### config.mk
export PLATFORM = sky130hd
export DESIGN_NAME = accel_sensor_spi_command_slave
export DESIGN_NICKNAME = d
export VERILOG_FILES = /design/src/accel_spi_pkg.sv /design/src/accel_sensor_spi_command_slave.sv
export VERILOG_INCLUDE_DIRS = /design/src
export SDC_FILE = /design/constraint.sdc
export NUM_CORES = 1
export LEC_CHECK = 0
export BUFFER_PORTS_ARGS = -buffer_cell sky130_fd_sc_hd__clkbuf_2
export CAP_MARGIN = 0
export CORE_ASPECT_RATIO = 1.75
export CORE_UTILIZATION = 30
export CTS_CLUSTER_DIAMETER = 30
export CTS_CLUSTER_SIZE = 16
export DETAILED_ROUTE_END_ITERATION = 7
export SLEW_MARGIN = 15
export SYNTH_ARGS = -nofsm -noshare
export SYNTH_HDL_FRONTEND = slang
export SYNTH_SLANG_ARGS = --single-unit
### constraint.sdc
create_clock -name clk_sys -period 2.52 [get_ports clk_sys]
set_clock_uncertainty 0.1 [all_clocks]
set_input_delay 0.378 -clock clk_sys [delete_from_list [all_inputs] [get_ports clk_sys]]
set_output_delay 0.378 -clock clk_sys [all_outputs]
set_load 0.005 [all_outputs]
### src/accel_spi_defs.svh
// offsets, field positions, codes and reset values of the sensor spi command slave
`ifndef ACCEL_SPI_DEFS_SVH
`define ACCEL_SPI_DEFS_SVH

// ==========================================================
// frame geometry
`define FRAME_MSB 15
`define FRAME_EDGES 5'h10
`define EDGE_CNT_MAX 5'h1f
`define ADDR_CAPTURE_EDGES 5'h08

// ==========================================================
// command fields
`define CMD_BIT_HI 15
`define CMD_AXIS_BIT 14
`define CMD_ACC_BIT 13
`define CMD_ADDR_HI 12
`define CMD_ADDR_LO 8
`define OP_UNUSED 2'h0
`define OP_WRITE 2'h1
`define OP_READ 2'h2
`define OP_TEST 2'h3

// ==========================================================
// response fields and status codes
`define RSP_AXIS_BIT 13
`define RSP_PARITY_BIT 12
`define ST_NONE 2'h0
`define ST_ACCEL 2'h1
`define ST_SELF 2'h2
`define ST_ERROR 2'h3

// ==========================================================
// error flag positions inside the ten low bits
`define FL_REQ_BIT 1
`define FL_SPI_BIT 2
`define FL_HE_BIT 3
`define FL_ND_BIT 4
`define FL_CNC_BIT 5

// request-error frame, odd parity already applied
`define REQ_ERR_FRAME 16'h0c02

// ==========================================================
// register addresses and bit positions
`define CTRL_ADDR 5'h0a
`define STAT_ADDR 5'h10
`define CTRL_ST0_BIT 0
`define CTRL_ST1_BIT 1
`define CTRL_HIGHPASS_BYPASS_BIT_BIT 3
`define CTRL_CE_BIT 4
`define STAT_IDE_BIT 7
`define STAT_OSCF_BIT 6
`define STAT_INIT_BIT 5
`define STAT_TF_BIT 4
`define STAT_HPF_BIT 3
`define STAT_OFFY_BIT 2
`define STAT_OFFX_BIT 1
`define STAT_RES_BIT 0

`endif

### src/accel_spi_pkg.sv
// shared types of the sensor spi command slave
package accel_spi_pkg;

    typedef enum logic [1:0] {FR_IDLE, FR_ACTIVE, FR_IGNORED} frame_state_t;

    typedef struct packed {
        logic parity_err;
        logic osc_fault;
        logic osc_running;
        logic over_temp;
        logic offset_y;
        logic offset_x;
    } sensor_faults_t;

    typedef struct packed {
        logic highpass_bypass_bit;
        logic selftest_direction_bit;
        logic selftest_enable_bit;
    } ctrl_bits_t;

endpackage : accel_spi_pkg

### src/accel_sensor_spi_command_slave.sv
// spi command slave of a dual-axis sensor: framing, decode and queued response
//
// Notes on behaviour
// - spi mode 0, msb first, clock idles low, device always slave
// - command of one frame is answered during the next frame
// - serial input and clock ignored while chip select is inactive
// - first frame after reset sends the request-error response
// - acceleration request: bit 15 zero, bit 13 one, bit 14 picks axis
// - acceleration response: axis bit 13, status bits 11:10, sample bits 9:0
// - axis 0 is x, axis 1 is y
// - status 01 data, 10 self-test, 11 error; never 00 for acceleration
// - error status puts error flags in the ten low bits
// - no-data flag during initialisation and on first request after it
// - hardware error for heat, offset, parity, and oscillator fault while running
// - acceleration request with bit 15 set gives conditions-wrong frame plus flags
// - with bit 13 clear, bits 15:14 select unused, write, read, test
// - other commands always complete; report only oscillator, spi or request errors
// - write carries address 12:8 and data 7:0; only control register writable
// - write response shows readable control bits in the low byte
// - read ignores command low byte, returns register in bits 7:0
// - device test returns status register in bits 7:0
// - status bit 0 set by reset, cleared by control clear-error bit except during the second init phase
// - operation code 00 gives request-error response
// - spi error unless exactly 16 rising edges and clock low at both select edges
// - first init phase ignores spi; second phase serves registers, no acceleration
// - oscillator fault holds serial output high throughout chip select
`include "accel_spi_defs.svh"

module accel_sensor_spi_command_slave (
    input wire logic clk_sys,
    input wire logic sys_rst,
    input wire logic spi_cs_n,
    input wire logic spi_sclk,
    input wire logic spi_din,
    output logic spi_dout,
    output logic spi_dout_oe,
    input wire logic init_phase_one,
    input wire logic init_phase_two,
    input wire accel_spi_pkg::sensor_faults_t faults,
    input wire logic [9:0] sample_x,
    input wire logic [9:0] sample_y,
    input wire logic [7:0] aux_rd_data,
    output logic [4:0] aux_rd_addr,
    output accel_spi_pkg::ctrl_bits_t ctrl,
    output logic clear_error_pulse
);
    import accel_spi_pkg::*;

    // ==========================================================
    // helpers

    function automatic logic [15:0] with_parity(input logic [15:0] f);
        logic [15:0] r;
        r = f;
        r[`RSP_PARITY_BIT] = 1'b0;
        r[`RSP_PARITY_BIT] = ~(^r);
        return r;
    endfunction : with_parity

    function automatic logic [15:0] error_frame(input logic [9:0] flags);
        return with_parity({4'h0, `ST_ERROR, flags});
    endfunction : error_frame

    function automatic logic [7:0] ctrl_byte(input ctrl_bits_t c);
        logic [7:0] b;
        b = 8'h00;
        b[`CTRL_HIGHPASS_BYPASS_BIT_BIT] = c.highpass_bypass_bit;
        b[`CTRL_ST1_BIT] = c.selftest_direction_bit;
        b[`CTRL_ST0_BIT] = c.selftest_enable_bit;
        return b;
    endfunction : ctrl_byte

    // ==========================================================
    // pin synchronisers
    logic cs_n_s1_q, cs_n_s2_q, cs_n_s3_q;
    logic sclk_s1_q, sclk_s2_q, sclk_s3_q;
    logic din_s1_q, din_s2_q;

    always_ff @(posedge clk_sys or posedge sys_rst) begin
        if (sys_rst) begin
            cs_n_s1_q <= 1'b1;
            cs_n_s2_q <= 1'b1;
            cs_n_s3_q <= 1'b1;
            sclk_s1_q <= 1'b0;
            sclk_s2_q <= 1'b0;
            sclk_s3_q <= 1'b0;
            din_s1_q <= 1'b0;
            din_s2_q <= 1'b0;
        end else begin
            cs_n_s1_q <= spi_cs_n;
            cs_n_s2_q <= cs_n_s1_q;
            cs_n_s3_q <= cs_n_s2_q;
            sclk_s1_q <= spi_sclk;
            sclk_s2_q <= sclk_s1_q;
            sclk_s3_q <= sclk_s2_q;
            din_s1_q <= spi_din;
            din_s2_q <= din_s1_q;
        end
    end

    logic cs_fall, cs_rise, sclk_rise, sclk_fall;
    assign cs_fall = cs_n_s3_q & ~cs_n_s2_q;
    assign cs_rise = ~cs_n_s3_q & cs_n_s2_q;
    assign sclk_rise = sclk_s2_q & ~sclk_s3_q;
    assign sclk_fall = ~sclk_s2_q & sclk_s3_q;

    // ==========================================================
    // frame state
    frame_state_t state_q;

    always_ff @(posedge clk_sys or posedge sys_rst) begin
        if (sys_rst) begin
            state_q <= FR_IDLE;
        end else begin
            unique case (state_q)
                FR_IDLE: begin
                    if (cs_fall) begin
                        state_q <= init_phase_one ? FR_IGNORED : FR_ACTIVE;
                    end
                end
                FR_ACTIVE, FR_IGNORED: begin
                    if (cs_rise) begin
                        state_q <= FR_IDLE;
                    end
                end
            endcase
        end
    end

    logic active, frame_end, load;
    assign active = (state_q == FR_ACTIVE);
    assign frame_end = active & cs_rise;
    assign load = (state_q == FR_IDLE) & cs_fall & ~init_phase_one;

    // ==========================================================
    // receive side
    logic [15:0] rx_q;
    logic [4:0] cnt_q;
    logic sclk_hi_q;
    logic [4:0] aux_addr_q;

    always_ff @(posedge clk_sys or posedge sys_rst) begin
        if (sys_rst) begin
            rx_q <= 16'h0000;
            cnt_q <= 5'h00;
            sclk_hi_q <= 1'b0;
        end else if (load) begin
            rx_q <= 16'h0000;
            cnt_q <= 5'h00;
            sclk_hi_q <= sclk_s2_q;
        end else if (active && sclk_rise) begin
            rx_q <= {rx_q[14:0], din_s2_q};
            if (cnt_q != `EDGE_CNT_MAX) begin
                cnt_q <= cnt_q + 5'h01;
            end
        end
    end

    // address is offered early so the outside read data settles before the frame ends
    always_ff @(posedge clk_sys or posedge sys_rst) begin
        if (sys_rst) begin
            aux_addr_q <= 5'h00;
        end else if (active && cnt_q == `ADDR_CAPTURE_EDGES) begin
            aux_addr_q <= rx_q[4:0];
        end
    end

    // ==========================================================
    // decode and response
    logic spi_err, is_accel, hw_fault, no_data, ctrl_hit;
    logic [1:0] op;
    logic [4:0] addr;
    logic [9:0] sample_sel;
    logic [7:0] stat_byte, rd_byte;
    logic [9:0] flags;
    logic [15:0] resp_d;
    ctrl_bits_t ctrl_q, ctrl_new;
    logic devres_q, nd_pending_q, ce_pulse_q;

    // edge count and clock level at select edges
    assign spi_err = sclk_hi_q | sclk_s2_q | (cnt_q != `FRAME_EDGES);
    assign is_accel = rx_q[`CMD_ACC_BIT];
    assign op = rx_q[`CMD_BIT_HI:`CMD_AXIS_BIT];
    assign addr = rx_q[`CMD_ADDR_HI:`CMD_ADDR_LO];
    assign ctrl_hit = (addr == `CTRL_ADDR);
    assign sample_sel = rx_q[`CMD_AXIS_BIT] ? sample_y : sample_x;
    assign hw_fault = faults.over_temp | faults.offset_x | faults.offset_y
                    | faults.parity_err | (faults.osc_fault & faults.osc_running);
    // no data while initialising or first after
    assign no_data = init_phase_two | nd_pending_q;
    assign ctrl_new.highpass_bypass_bit = rx_q[`CTRL_HIGHPASS_BYPASS_BIT_BIT];
    assign ctrl_new.selftest_direction_bit = rx_q[`CTRL_ST1_BIT];
    assign ctrl_new.selftest_enable_bit = rx_q[`CTRL_ST0_BIT];

    always_comb begin
        stat_byte = 8'h00;
        stat_byte[`STAT_IDE_BIT] = faults.parity_err;
        stat_byte[`STAT_OSCF_BIT] = faults.osc_fault;
        stat_byte[`STAT_INIT_BIT] = init_phase_one | init_phase_two;
        stat_byte[`STAT_TF_BIT] = faults.over_temp;
        stat_byte[`STAT_HPF_BIT] = ~ctrl_q.highpass_bypass_bit;
        stat_byte[`STAT_OFFY_BIT] = faults.offset_y;
        stat_byte[`STAT_OFFX_BIT] = faults.offset_x;
        stat_byte[`STAT_RES_BIT] = devres_q;
    end

    always_comb begin
        if (ctrl_hit) begin
            rd_byte = ctrl_byte(ctrl_q);
        end else if (addr == `STAT_ADDR) begin
            rd_byte = stat_byte;
        end else begin
            rd_byte = aux_rd_data;
        end
    end

    always_comb begin
        flags = 10'h000;
        flags[`FL_ND_BIT] = no_data;
        flags[`FL_HE_BIT] = hw_fault;
        flags[`FL_CNC_BIT] = rx_q[`CMD_BIT_HI];
    end

    // only accel frames carry hardware errors
    always_comb begin
        resp_d = `REQ_ERR_FRAME;
        if (spi_err) begin
            resp_d = error_frame(10'h001 << `FL_SPI_BIT);
        end else if (is_accel) begin
            if (|flags) begin
                resp_d = error_frame(flags);
            end else begin
                resp_d = with_parity({2'b00, rx_q[`CMD_AXIS_BIT], 1'b0,
                    ctrl_q.selftest_enable_bit ? `ST_SELF : `ST_ACCEL, sample_sel});
            end
        end else begin
            case (op)
                `OP_WRITE: begin
                    if (ctrl_hit) begin
                        // status and parity overlay the upper address bits; low two kept
                        resp_d = with_parity({4'h0, `ST_NONE, addr[1:0], ctrl_byte(ctrl_new)});
                    end
                end
                `OP_READ: begin
                    resp_d = with_parity({4'h0, `ST_NONE, addr[1:0], rd_byte});
                end
                `OP_TEST: begin
                    resp_d = with_parity({4'h0, `ST_NONE, 2'b00, stat_byte});
                end
                default: begin
                    resp_d = `REQ_ERR_FRAME;
                end
            endcase
        end
    end

    // ==========================================================
    // register effects of a completed frame
    logic do_write;
    assign do_write = frame_end & ~spi_err & ~is_accel & (op == `OP_WRITE) & ctrl_hit;

    always_ff @(posedge clk_sys or posedge sys_rst) begin
        if (sys_rst) begin
            ctrl_q <= '0;
            ce_pulse_q <= 1'b0;
        end else begin
            ce_pulse_q <= do_write & rx_q[`CTRL_CE_BIT];
            if (do_write) begin
                ctrl_q <= ctrl_new;
            end
        end
    end

    // reset flag held until clear-error write made outside the second init phase
    always_ff @(posedge clk_sys or posedge sys_rst) begin
        if (sys_rst) begin
            devres_q <= 1'b1;
        end else if (do_write && rx_q[`CTRL_CE_BIT] && !init_phase_two) begin
            devres_q <= 1'b0;
        end
    end

    // first request after init consumes this
    always_ff @(posedge clk_sys or posedge sys_rst) begin
        if (sys_rst) begin
            nd_pending_q <= 1'b1;
        end else if (frame_end && !spi_err && is_accel && !init_phase_two) begin
            nd_pending_q <= 1'b0;
        end
    end

    // ==========================================================
    // queued response and transmit shifter
    logic [15:0] resp_q, tx_q;
    logic dout_q, oe_q, first_q;

    // reset value answers the missing command
    always_ff @(posedge clk_sys or posedge sys_rst) begin
        if (sys_rst) begin
            resp_q <= `REQ_ERR_FRAME;
        end else if (frame_end) begin
            resp_q <= resp_d;
        end
    end

    // shift on falling edge, msb first
    always_ff @(posedge clk_sys or posedge sys_rst) begin
        if (sys_rst) begin
            tx_q <= `REQ_ERR_FRAME;
            dout_q <= 1'b0;
            oe_q <= 1'b0;
        end else if (load) begin
            tx_q <= resp_q;
            dout_q <= faults.osc_fault | resp_q[`FRAME_MSB];
            oe_q <= 1'b1;
        end else if (active && cs_rise) begin
            dout_q <= 1'b0;
            oe_q <= 1'b0;
        end else if (active && sclk_fall) begin
            tx_q <= {tx_q[14:0], 1'b0};
            dout_q <= faults.osc_fault | tx_q[14];
        end else if (active) begin
            dout_q <= faults.osc_fault | tx_q[`FRAME_MSB];
        end
    end

    always_ff @(posedge clk_sys or posedge sys_rst) begin
        if (sys_rst) begin
            first_q <= 1'b1;
        end else if (load) begin
            first_q <= 1'b0;
        end
    end

    assign spi_dout = dout_q;
    assign spi_dout_oe = oe_q;
    assign aux_rd_addr = aux_addr_q;
    assign ctrl = ctrl_q;
    assign clear_error_pulse = ce_pulse_q;
endmodule : accel_sensor_spi_command_slave

==> results of run 1 <==
## report_power, final
| group | switching [mW] | internal, mW |
|---|---|---|
| Sequential | 0.327 | 1.60 |
| Clock | 0.496 | 1.07 |
| Combinational | 0.949 | 0.859 |
| Total | 1.77 | 3.53 |
## per-layer routing
metal | track usage | vias to the layer above | routed length (um)
li1 | - | 1632 | -
met1 | 0.171 | 1653 | 3680
met2 | 0.292 | 105 | 5770
met3 | 0.0334 | 39 | 414
met4 | 0.0877 | 0 | 473
met5 | 0 | - | 0
## sequential cells by signal (all words and copies together) (netlist names), 2 cells and up
register and count:
state_q 2, tx_q 16, ctrl 3, rx_q 16
cnt_q 5, resp_q 14, aux_rd_addr 5
## worst max path at each step
stage,startpoint,cells after the start,to,slack (ps)
5_1_grt,rx_q[9],10,resp_q[12],-140
6_report,rx_q[9],10,resp_q[12],-70
3_3_place_gp,rx_q[8],9,resp_q[12],80
4_1_cts,rx_q[8],10,resp_q[12],2
3_5_place_dp,rx_q[8],9,resp_q[12],-40
2_1_floorplan,sys_rst,1,aux_rd_addr[0],150
## final cells by class
class                      count  area [um^2]  area share
multi-input combinational    328         1990       0.402
sequential                    75         1890       0.382
timing repair buffer          70          427      0.0863
clock buffer                   9          225      0.0455
tap                          171          214      0.0433
clock inverter                 7          139      0.0281
inverter                      17         63.8      0.0129
## per-stage QoR
stage / cell area (um^2) / hold WS [ps]
after CTS: 4930 / 13.8
after floorplan: 4020 / 231
after global placement: 4560 / 234
after global routing: 4940 / 10.0
final: 4940 / -3.42
after detailed placement: 4560 / 235
## cell usage in the layout (no fill, tap or decap), types with 4 or more instances in the layout
cell type and count:
nand3_1 7, dfrtp_1 64, nand2b_1 4, ha_1 7
nor2_1 41, bufinv_16 4, mux2i_1 13, xor2_1 13
buf_4 16, clkbuf_2 51, or2_2 4, a31oi_1 14
o21ai_0 18, nor3_1 4, clkbuf_16 9, nand2_1 85
a221o_1 4, mux2_2 9, a21oi_1 37, dfstp_2 11
inv_1 15, xnor2_1 21, o22ai_1 5
## cells by family after synthesis
family,count (synthesis),synth area share
XOR/XNOR,35,0.0797
adder cells (fa/ha/maj),7,0.0218
buffers and inverters,37,0.0367
multiplexers,22,0.0576
flip-flops,75,0.471
AO/OA/AOI/OAI,99,0.151
AND/OR/NAND/NOR,165,0.182
## worst max-delay path, delay by kind of cell, from the launching register on
kind                     cells  cell delay, ps
AND/OR/NAND/NOR              2             670
XOR/XNOR                     2             640
flip-flops                   1             390
multiplexers                 1             200
AO/OA/AOI/OAI                2             190
buffers and inverters        2             180
adder cells (fa/ha/maj)      1             120
## timing repair
item / CTS / global route
hold buffers: 0 / 0
setup endpoints to repair: 1 / 1
pin swaps: 2 / 4
buffers inserted: 1 / 1
resized for setup: 1 / 3
==> metrics.cfg, run 1 <==
[setup_path]
cp.required_ps=2660
end_kind=flip-flop
slowest_delay_ps=440
rr_worst_depth=10
cp-start-kind=flip-flop
worst-path-max-fanout=4
reg2reg_slack_ps=-70
critPathSlowestCell=xnor3_1
worstPathArrival_ps=2720
rr_endpoint=resp_q[12]
worstSetupPathType=flip-flop to flip-flop
crit_chain=inv_1, ha_1, and4bb_2, buf_6, mux2i_1, a21oi_1, xnor2_1, xnor3_1, or4_1, o311ai_1
timing.rr.start=rx_q[9]

[cells_and_area]
utilization=0.380
n_antenna_cell=0
nNetsFinal=549
drive_above_1_share=0.231
fillers=1300
area.growth.synth_to_final_pct=23.1
final_cell_count_no_fill=677

[die]
fp-row-count=55
die_h_um=155
die_w_um=89.5
start_util=0.309
io_pins=52
dieArea_mm2=0.0139
coreArea_mm2=0.0130

[grt]
grt_max_degree=76
grt-ovfl-total=0
grtUsageTotal=0.162
grt_pass1_wl_um=17000
grt_pass1_vias=3458
antenna_found_initial=0

[timing]
setup_ws_ps=-65.4
fin_tns_setup_ps=-65.4
hold_slack_ps=-3.42
slew_viol_final=0
setup_viol=1
min_period_ps=2590
finalCritPeriodShare=1.03
fmax_ghz=0.387
slew_headroom=0.588
rsz0062_at_grt=true
hold_viol_final=3
worst_pin_slew_ps=618

[clocking]
h-tree-depth=3
clockBufferDepth=2
cts_made_buffers=9
clock_sinks=75
clkLatencyLatePin_ps=340
cts_tree=built
clk_pin_slew_ps=60
root_buffer=clkbuf_16

[place]
dpl.hpwl_um=7910
dp_cells=659
pre_cts_slack_ps=-35.2
place_congestion=0.930
portBuffers=51

[synthesis]
yosys_warnings=0
synth_top_area_frac=0.399
netlist-cell-type-count=49
synthesis.area_mm2=0.00402
synth_common_cells=nand2_1 (85), dfrtp_1 (64), nor2_1 (42)
syn_nets=488
synth-edff-count=0
ys_seq_area_frac=0.471
synthTopCellsByArea=dfrtp_1 (40%), nand2_1 (7.9%), dfstp_2 (7.2%), a21oi_1 (4.7%), xnor2_1 (4.6%)
synth_most_common_cell=nand2_1
synth-async-reset-ratio=1.00
yosys.area.top_type=dfrtp_1
ys.flop_type=dfrtp_1
syn_inst=440
avgSynthCellArea_um2=9.13
synth-seq-cells=75

[flow_run]
maxCapViolCount=0

[route]
drt_iter0_drc=153
wl_per_cell_um=15.3
dr.pass1.iters=5
drc_errors=0
vias=3429
vias_per_cell=5.06
ant_nets=0
routed_wl_um=10300

[worst_hold_path]
hold_class=primary input to asynchronous set/reset pin

[power_and_ir_drop]
total_power_mw=5.30
ir_worst_vdd_mv=0.472
p_per_area_mw_per_mm2=1070
p_leak_nw=2.20

[outcome]
violations=hold timing, setup timing
outcome=finished, violations left

No activity file was read; power rests on OpenSTA's default activity.
==> run 2, diff against run 1 <==
--- a/config.mk
+++ b/config.mk
@@ -7,12 +7,12 @@
 export NUM_CORES = 1
 export LEC_CHECK = 0
 export BUFFER_PORTS_ARGS = -buffer_cell sky130_fd_sc_hd__clkbuf_2
-export CAP_MARGIN = 0
 export CORE_ASPECT_RATIO = 1.75
 export CORE_UTILIZATION = 30
 export CTS_CLUSTER_DIAMETER = 30
 export CTS_CLUSTER_SIZE = 16
 export DETAILED_ROUTE_END_ITERATION = 7
+export RECOVER_POWER = 100
 export SLEW_MARGIN = 15
 export SYNTH_ARGS = -nofsm -noshare
 export SYNTH_HDL_FRONTEND = slang
==> run 2 against run 1 <==
The flow finishes with violations (capacitance limit, slew limit, setup timing). Clock-buffer cell count did not move. Utilization decreased by 0.35 points. Worst hold slack better by 24 ps. Wire length increased by 0.13%. Sequential power barely moved. Sequential share of layout area up 0.35 points. Total power is 0.49% lower. Via count increased by 0.29%. Flip-flop and latch count stayed put. Combinational power about the same. Clock power about the same. Critical path type unchanged. Critical endpoint unchanged. Highest routed layer unchanged.
==> metrics.cfg, run 2 (synthesis results as in run 1) <==
[power_and_ir_drop]
pwr-share-comb=0.338
p_leak_nw=2.15
p_clk_frac=0.297
internal_power_mw=3.50
switching_share=0.336
p_per_area_mw_per_mm2=1080
ir_worst_vdd_mv=0.474
seqPwrFrac=0.365
p_switching_mw=1.77

[setup_path]
end_kind=flip-flop
worst-path-buf-inv=2
crit_start=rx_q[9]
rr_worst_depth=10
path_depth=10
worstSetupPathType=flip-flop to flip-flop
timing.rr.start=rx_q[9]
crit_family=simple AND/OR/NAND/NOR gates
cp-start-kind=flip-flop
cp.required_ps=2660
crit_chain=inv_1, ha_1, and4bb_2, buf_6, mux2i_1, a21oi_1, xnor2_1, xnor3_1, or4_1, o311ai_1
critPathSlowestCell=xnor3_1
worst-path-max-fanout=4
worstPathArrival_ps=2710
slowest_delay_ps=440

[route]
drc_errors=0
vias_per_cell=5.08
drt_iter0_drc=152
ant_nets=0
routed_wl_um=10400
vias=3439
dr.pass1.iters=5
wl_per_cell_um=15.3

[worst_hold_path]
hold_class=primary input to flip-flop
min_from=spi_cs_n
worstHoldPathCells=1

[cells_and_area]
area.growth.synth_to_final_pct=22.0
final_cell_mix=nand2_1 (85), dfrtp_1 (64), clkbuf_2 (45), nor2_1 (42), a21oi_1 (37)
postLayoutCellArea_mm2=0.00490
reg_top3=rx_q: 16 flops, tx_q: 16 flops, resp_q: 14 flops
final_common_cell=nand2_1
drive_above_1_share=0.200
final_cell_count_no_fill=677
nNetsFinal=549
n_antenna_cell=0

[die]
die_w_um=89.5
dieArea_mm2=0.0139
io_pins=52
coreArea_mm2=0.0130
die_h_um=155
fp-row-count=55
start_util=0.309

[clocking]
h-tree-depth=3
clk_pin_slew_ps=60
clockBufferDepth=2
clock_sinks=75
cts_made_buffers=9
clkLatencyLatePin_ps=340
root_buffer=clkbuf_16
cts_hold_buffers=0
cts_tree=built

[timing]
setup_viol=1
hold_viol_final=0
rsz0062_at_grt=true
setup_ws_ps=-50.2
min_period_ps=2570
fmax_ghz=0.389
slew_viol_final=76
worst_pin_slew_ps=1840
finalCritPeriodShare=1.02
slew_headroom=-0.228

[place]
portBuffers=51
place_congestion=0.930
dpl.hpwl_um=7910
dp_cells=659
placed_cell_area_mm2=0.00456

[outcome]
violations=capacitance limit, slew limit, setup timing
outcome=finished, violations left

[grt]
grt_pass1_wl_um=17000
grt_pass1_vias=3458
grtUsageTotal=0.162
antenna_found_initial=0
grt-ovfl-total=0
grt_max_degree=76

[flow_run]
maxCapViolCount=1

-- run 2: stage by stage --
step / worst slack [ps] / setup TNS, ps / util / hold slack (ps) / total power, mW
6_report: -50.2 / -50.2 / 0.377 / 20.8 / 5.27
5_1_grt: -139 / -198 / 0.377 / 10.0 / 5.63
2_1_floorplan: 149 / 0 / - / 231 / 3.16
3_5_place_dp: -35.2 / -35.2 / 0.351 / 235 / 3.73
4_1_cts: 1.61 / 0 / 0.379 / 13.8 / 5.33
3_3_place_gp: 77.7 / 0 / 0.351 / 234 / 3.66
-- run 2: per-layer routing --
metal | global-route usage | up-vias | wire, um
met4 | 0.0877 | 0 | 526
li1 | - | 1637 | -
met5 | 0 | - | 0
met3 | 0.0334 | 44 | 354
met2 | 0.292 | 93 | 5750
met1 | 0.171 | 1665 | 3720
-- run 2: power by group through the flow --
stage	Combinational, mW	Sequential [mW]	Clock (mW)
after floorplan	1.33	1.83	0
after global placement	1.73	1.93	0
after detailed placement	1.78	1.95	0
after CTS	1.81	1.93	1.60
after global routing	2.01	1.99	1.63
final	1.78	1.93	1.57
-- run 2: path summary, 6_finish.rpt --
kind	slack, ps	to
min	20	cs_n_s1_q
max	-50	resp_q[12]
max reg2reg	-50	resp_q[12]
min in group asynchronous	570	spi_dout_oe
max in group asynchronous	660	resp_q[0]
min reg2reg	250	sclk_s2_q
-- run 2: cell type report --
cell class,instances,area [um^2]
Sequential cell,75,1890
Timing Repair Buffer,70,384
Multi-Input combinational cell,328,1980
Clock inverter,7,139
Tap cell,171,214
Fill cell,1315,8110
Inverter,17,63.8
Clock buffer,9,225
-- run 2: what timing repair did --
item	in CTS	in global routing
pin swaps	2	4
gates cloned	0	0
endpoints found under the setup margin	1	1
setup buffers	1	1
gates resized for setup	1	3
==> run 3, diff against run 2 <==
--- a/config.mk
+++ b/config.mk
@@ -12,7 +12,9 @@
 export CTS_CLUSTER_DIAMETER = 30
 export CTS_CLUSTER_SIZE = 16
 export DETAILED_ROUTE_END_ITERATION = 7
+export PLACE_DENSITY = 0.56
 export RECOVER_POWER = 100
+export REMOVE_ABC_BUFFERS = 1
 export SLEW_MARGIN = 15
 export SYNTH_ARGS = -nofsm -noshare
 export SYNTH_HDL_FRONTEND = slang
==> run 3 against run 2 <==
Clock-buffer cell count increased by 4. Fmax increased by 1.8%. Sequential power about the same. First-iteration DRC count increased by 11%. Register-to-register slack improved by 50 ps. Wire length increased by 3.9%. The run ends with setup timing left. Clock power decreased by 21%.
==> metrics.cfg, run 3 (synthesis results as in run 1) <==
[power_and_ir_drop]
p_switching_mw=1.75
pwr-share-comb=0.368
internal_power_mw=3.23
p_per_area_mw_per_mm2=1030
p_leak_nw=2.15
seqPwrFrac=0.384
switching_share=0.352
ir_worst_vdd_mv=0.445
p_clk_frac=0.248

[cells_and_area]
fillers=1341
drive_above_1_share=0.209
final_cell_mix=nand2_1 (85), dfrtp_1 (64), clkbuf_2 (51), nor2_1 (42), a21oi_1 (37)
final_common_cell=nand2_1
reg_top3=rx_q: 16 flops, tx_q: 16 flops, resp_q: 14 flops
nNetsFinal=555
n_antenna_cell=0
utilization=0.372
area.growth.synth_to_final_pct=20.6

[timing]
hold_slack_ps=25.1
setup_ws_ps=-3.85
slew_viol_final=0
fmax_ghz=0.396
hold_viol_final=0
min_period_ps=2520
setup_viol=1
rsz0062_at_grt=true
fin_tns_setup_ps=-3.85
finalCritPeriodShare=1.00
slew_headroom=0.177
worst_pin_slew_ps=1240

[setup_path]
worstPathArrival_ps=2650
cp-start-kind=flip-flop
end_kind=flip-flop
slowest_delay_ps=410
reg2reg_slack_ps=-4
timing.rr.start=rx_q[8]
worst-path-max-fanout=4
rr_worst_depth=10
cp.required_ps=2650
crit_chain=inv_1, ha_1, and4bb_2, buf_4, mux2i_1, nor2_1, xnor2_1, xnor3_1, or4_1, o311ai_1
worstSetupPathType=flip-flop to flip-flop
rr_endpoint=resp_q[12]
critPathSlowestCell=xnor3_1

[clocking]
clkLatencyLatePin_ps=340
clk_pin_slew_ps=60
cts_hold_buffers=0
root_buffer=clkbuf_16
cts_tree=built
clock_sinks=75
cts_made_buffers=9
clockBufferDepth=2
h-tree-depth=3

[grt]
grt.met3_usage=0.0334
antenna_found_initial=0
grtUsageTotal=0.167
grt_max_degree=50
grt_util_met2=0.289
grt.met1_usage=0.179
grt_pass1_vias=3519
grt-ovfl-total=0
grt_pass1_wl_um=17300
grt-busiest-layer=met2

[die]
coreArea_mm2=0.0130
die_h_um=155
fp-row-count=55
dieArea_mm2=0.0139
start_util=0.309
io_pins=52
die_w_um=89.5

[place]
place_congestion=0.860
dpl.hpwl_um=8120
pre_cts_slack_ps=-12.9
portBuffers=51

[outcome]
outcome=finished, violations left
violations=setup timing

[flow_run]
maxCapViolCount=0

[route]
ant_nets=0
wl_per_cell_um=15.8
dr.pass1.iters=4
vias=3373
drc_errors=0
routed_wl_um=10800
vias_per_cell=4.94
drt_iter0_drc=168

[worst_hold_path]
worstHoldPathCells=1
min_to=cs_n_s1_q
hold_class=primary input to flip-flop
min_from=spi_cs_n

==> run 3: routing by layer <==
layer,routed length [um],vias up
met2,5790,70
met1,4050,1614
li1,-,1651
met5,0,-
met3,290,38
met4,633,0
==> run 3: area by class of cell <==
class | instances | area (um^2) | share of cell area
multi-input combinational | 328 | 1980 | 0.409
inverter | 17 | 63.8 | 0.0132
tap | 171 | 214 | 0.0442
sequential | 75 | 1890 | 0.390
timing repair buffer | 76 | 413 | 0.0852
clock buffer | 13 | 240 | 0.0496
clock inverter | 3 | 40.0 | 0.00826
==> run 3: repair_timing <==
action / CTS / global route
gates resized for setup: 1 / 0
pin swaps: 1 / 0
setup buffers: 2 / 0
hold endpoints to repair: 0 / 0
endpoints found under the setup margin: 1 / 1
==> run 3: worst max-delay path by stage <==
stage	cells past startpoint	slack, ps	end	start
detailed placement	9	-10	resp_q[12]	rx_q[9]
floorplan	5	-180	tx_q[12]	state_q[0]
CTS	10	5	resp_q[12]	rx_q[8]
finish	10	-4	resp_q[12]	rx_q[8]
global route	10	-90	resp_q[12]	rx_q[9]
global placement	9	60	resp_q[12]	rx_q[9]
==> run 3: power groups by stage <==
stage                     Sequential (mW)  Clock, mW  Combinational, mW
after floorplan                      1.90          0               1.22
after global placement               1.93          0               1.78
after detailed placement             1.94          0               1.82
after CTS                            1.91       1.27               1.87
after global routing                 1.97       1.31               2.03
final                                1.91       1.24               1.83
==> run 3: worst max-delay path: cells and delay by family, from the launching register on <==
family / cells / cell delay (ps)
mux: 1 / 170
flops: 1 / 370
fa+ha+maj: 1 / 150
simple gates: 3 / 760
xor+xnor: 2 / 550
compound gates: 1 / 90
buf+inv: 2 / 220
==> run 3: stage by stage <==
| stage | std cells | instance area, um^2 | total power [mW] |
|---|---|---|---|
| global placement | 665 | 4590 | 3.71 |
| finish | 683 | 4840 | 4.98 |
| detailed placement | 665 | 4590 | 3.76 |
| floorplan | 420 | 3930 | 3.11 |
| global route | 683 | 4840 | 5.31 |
| CTS | 683 | 4890 | 5.05 |
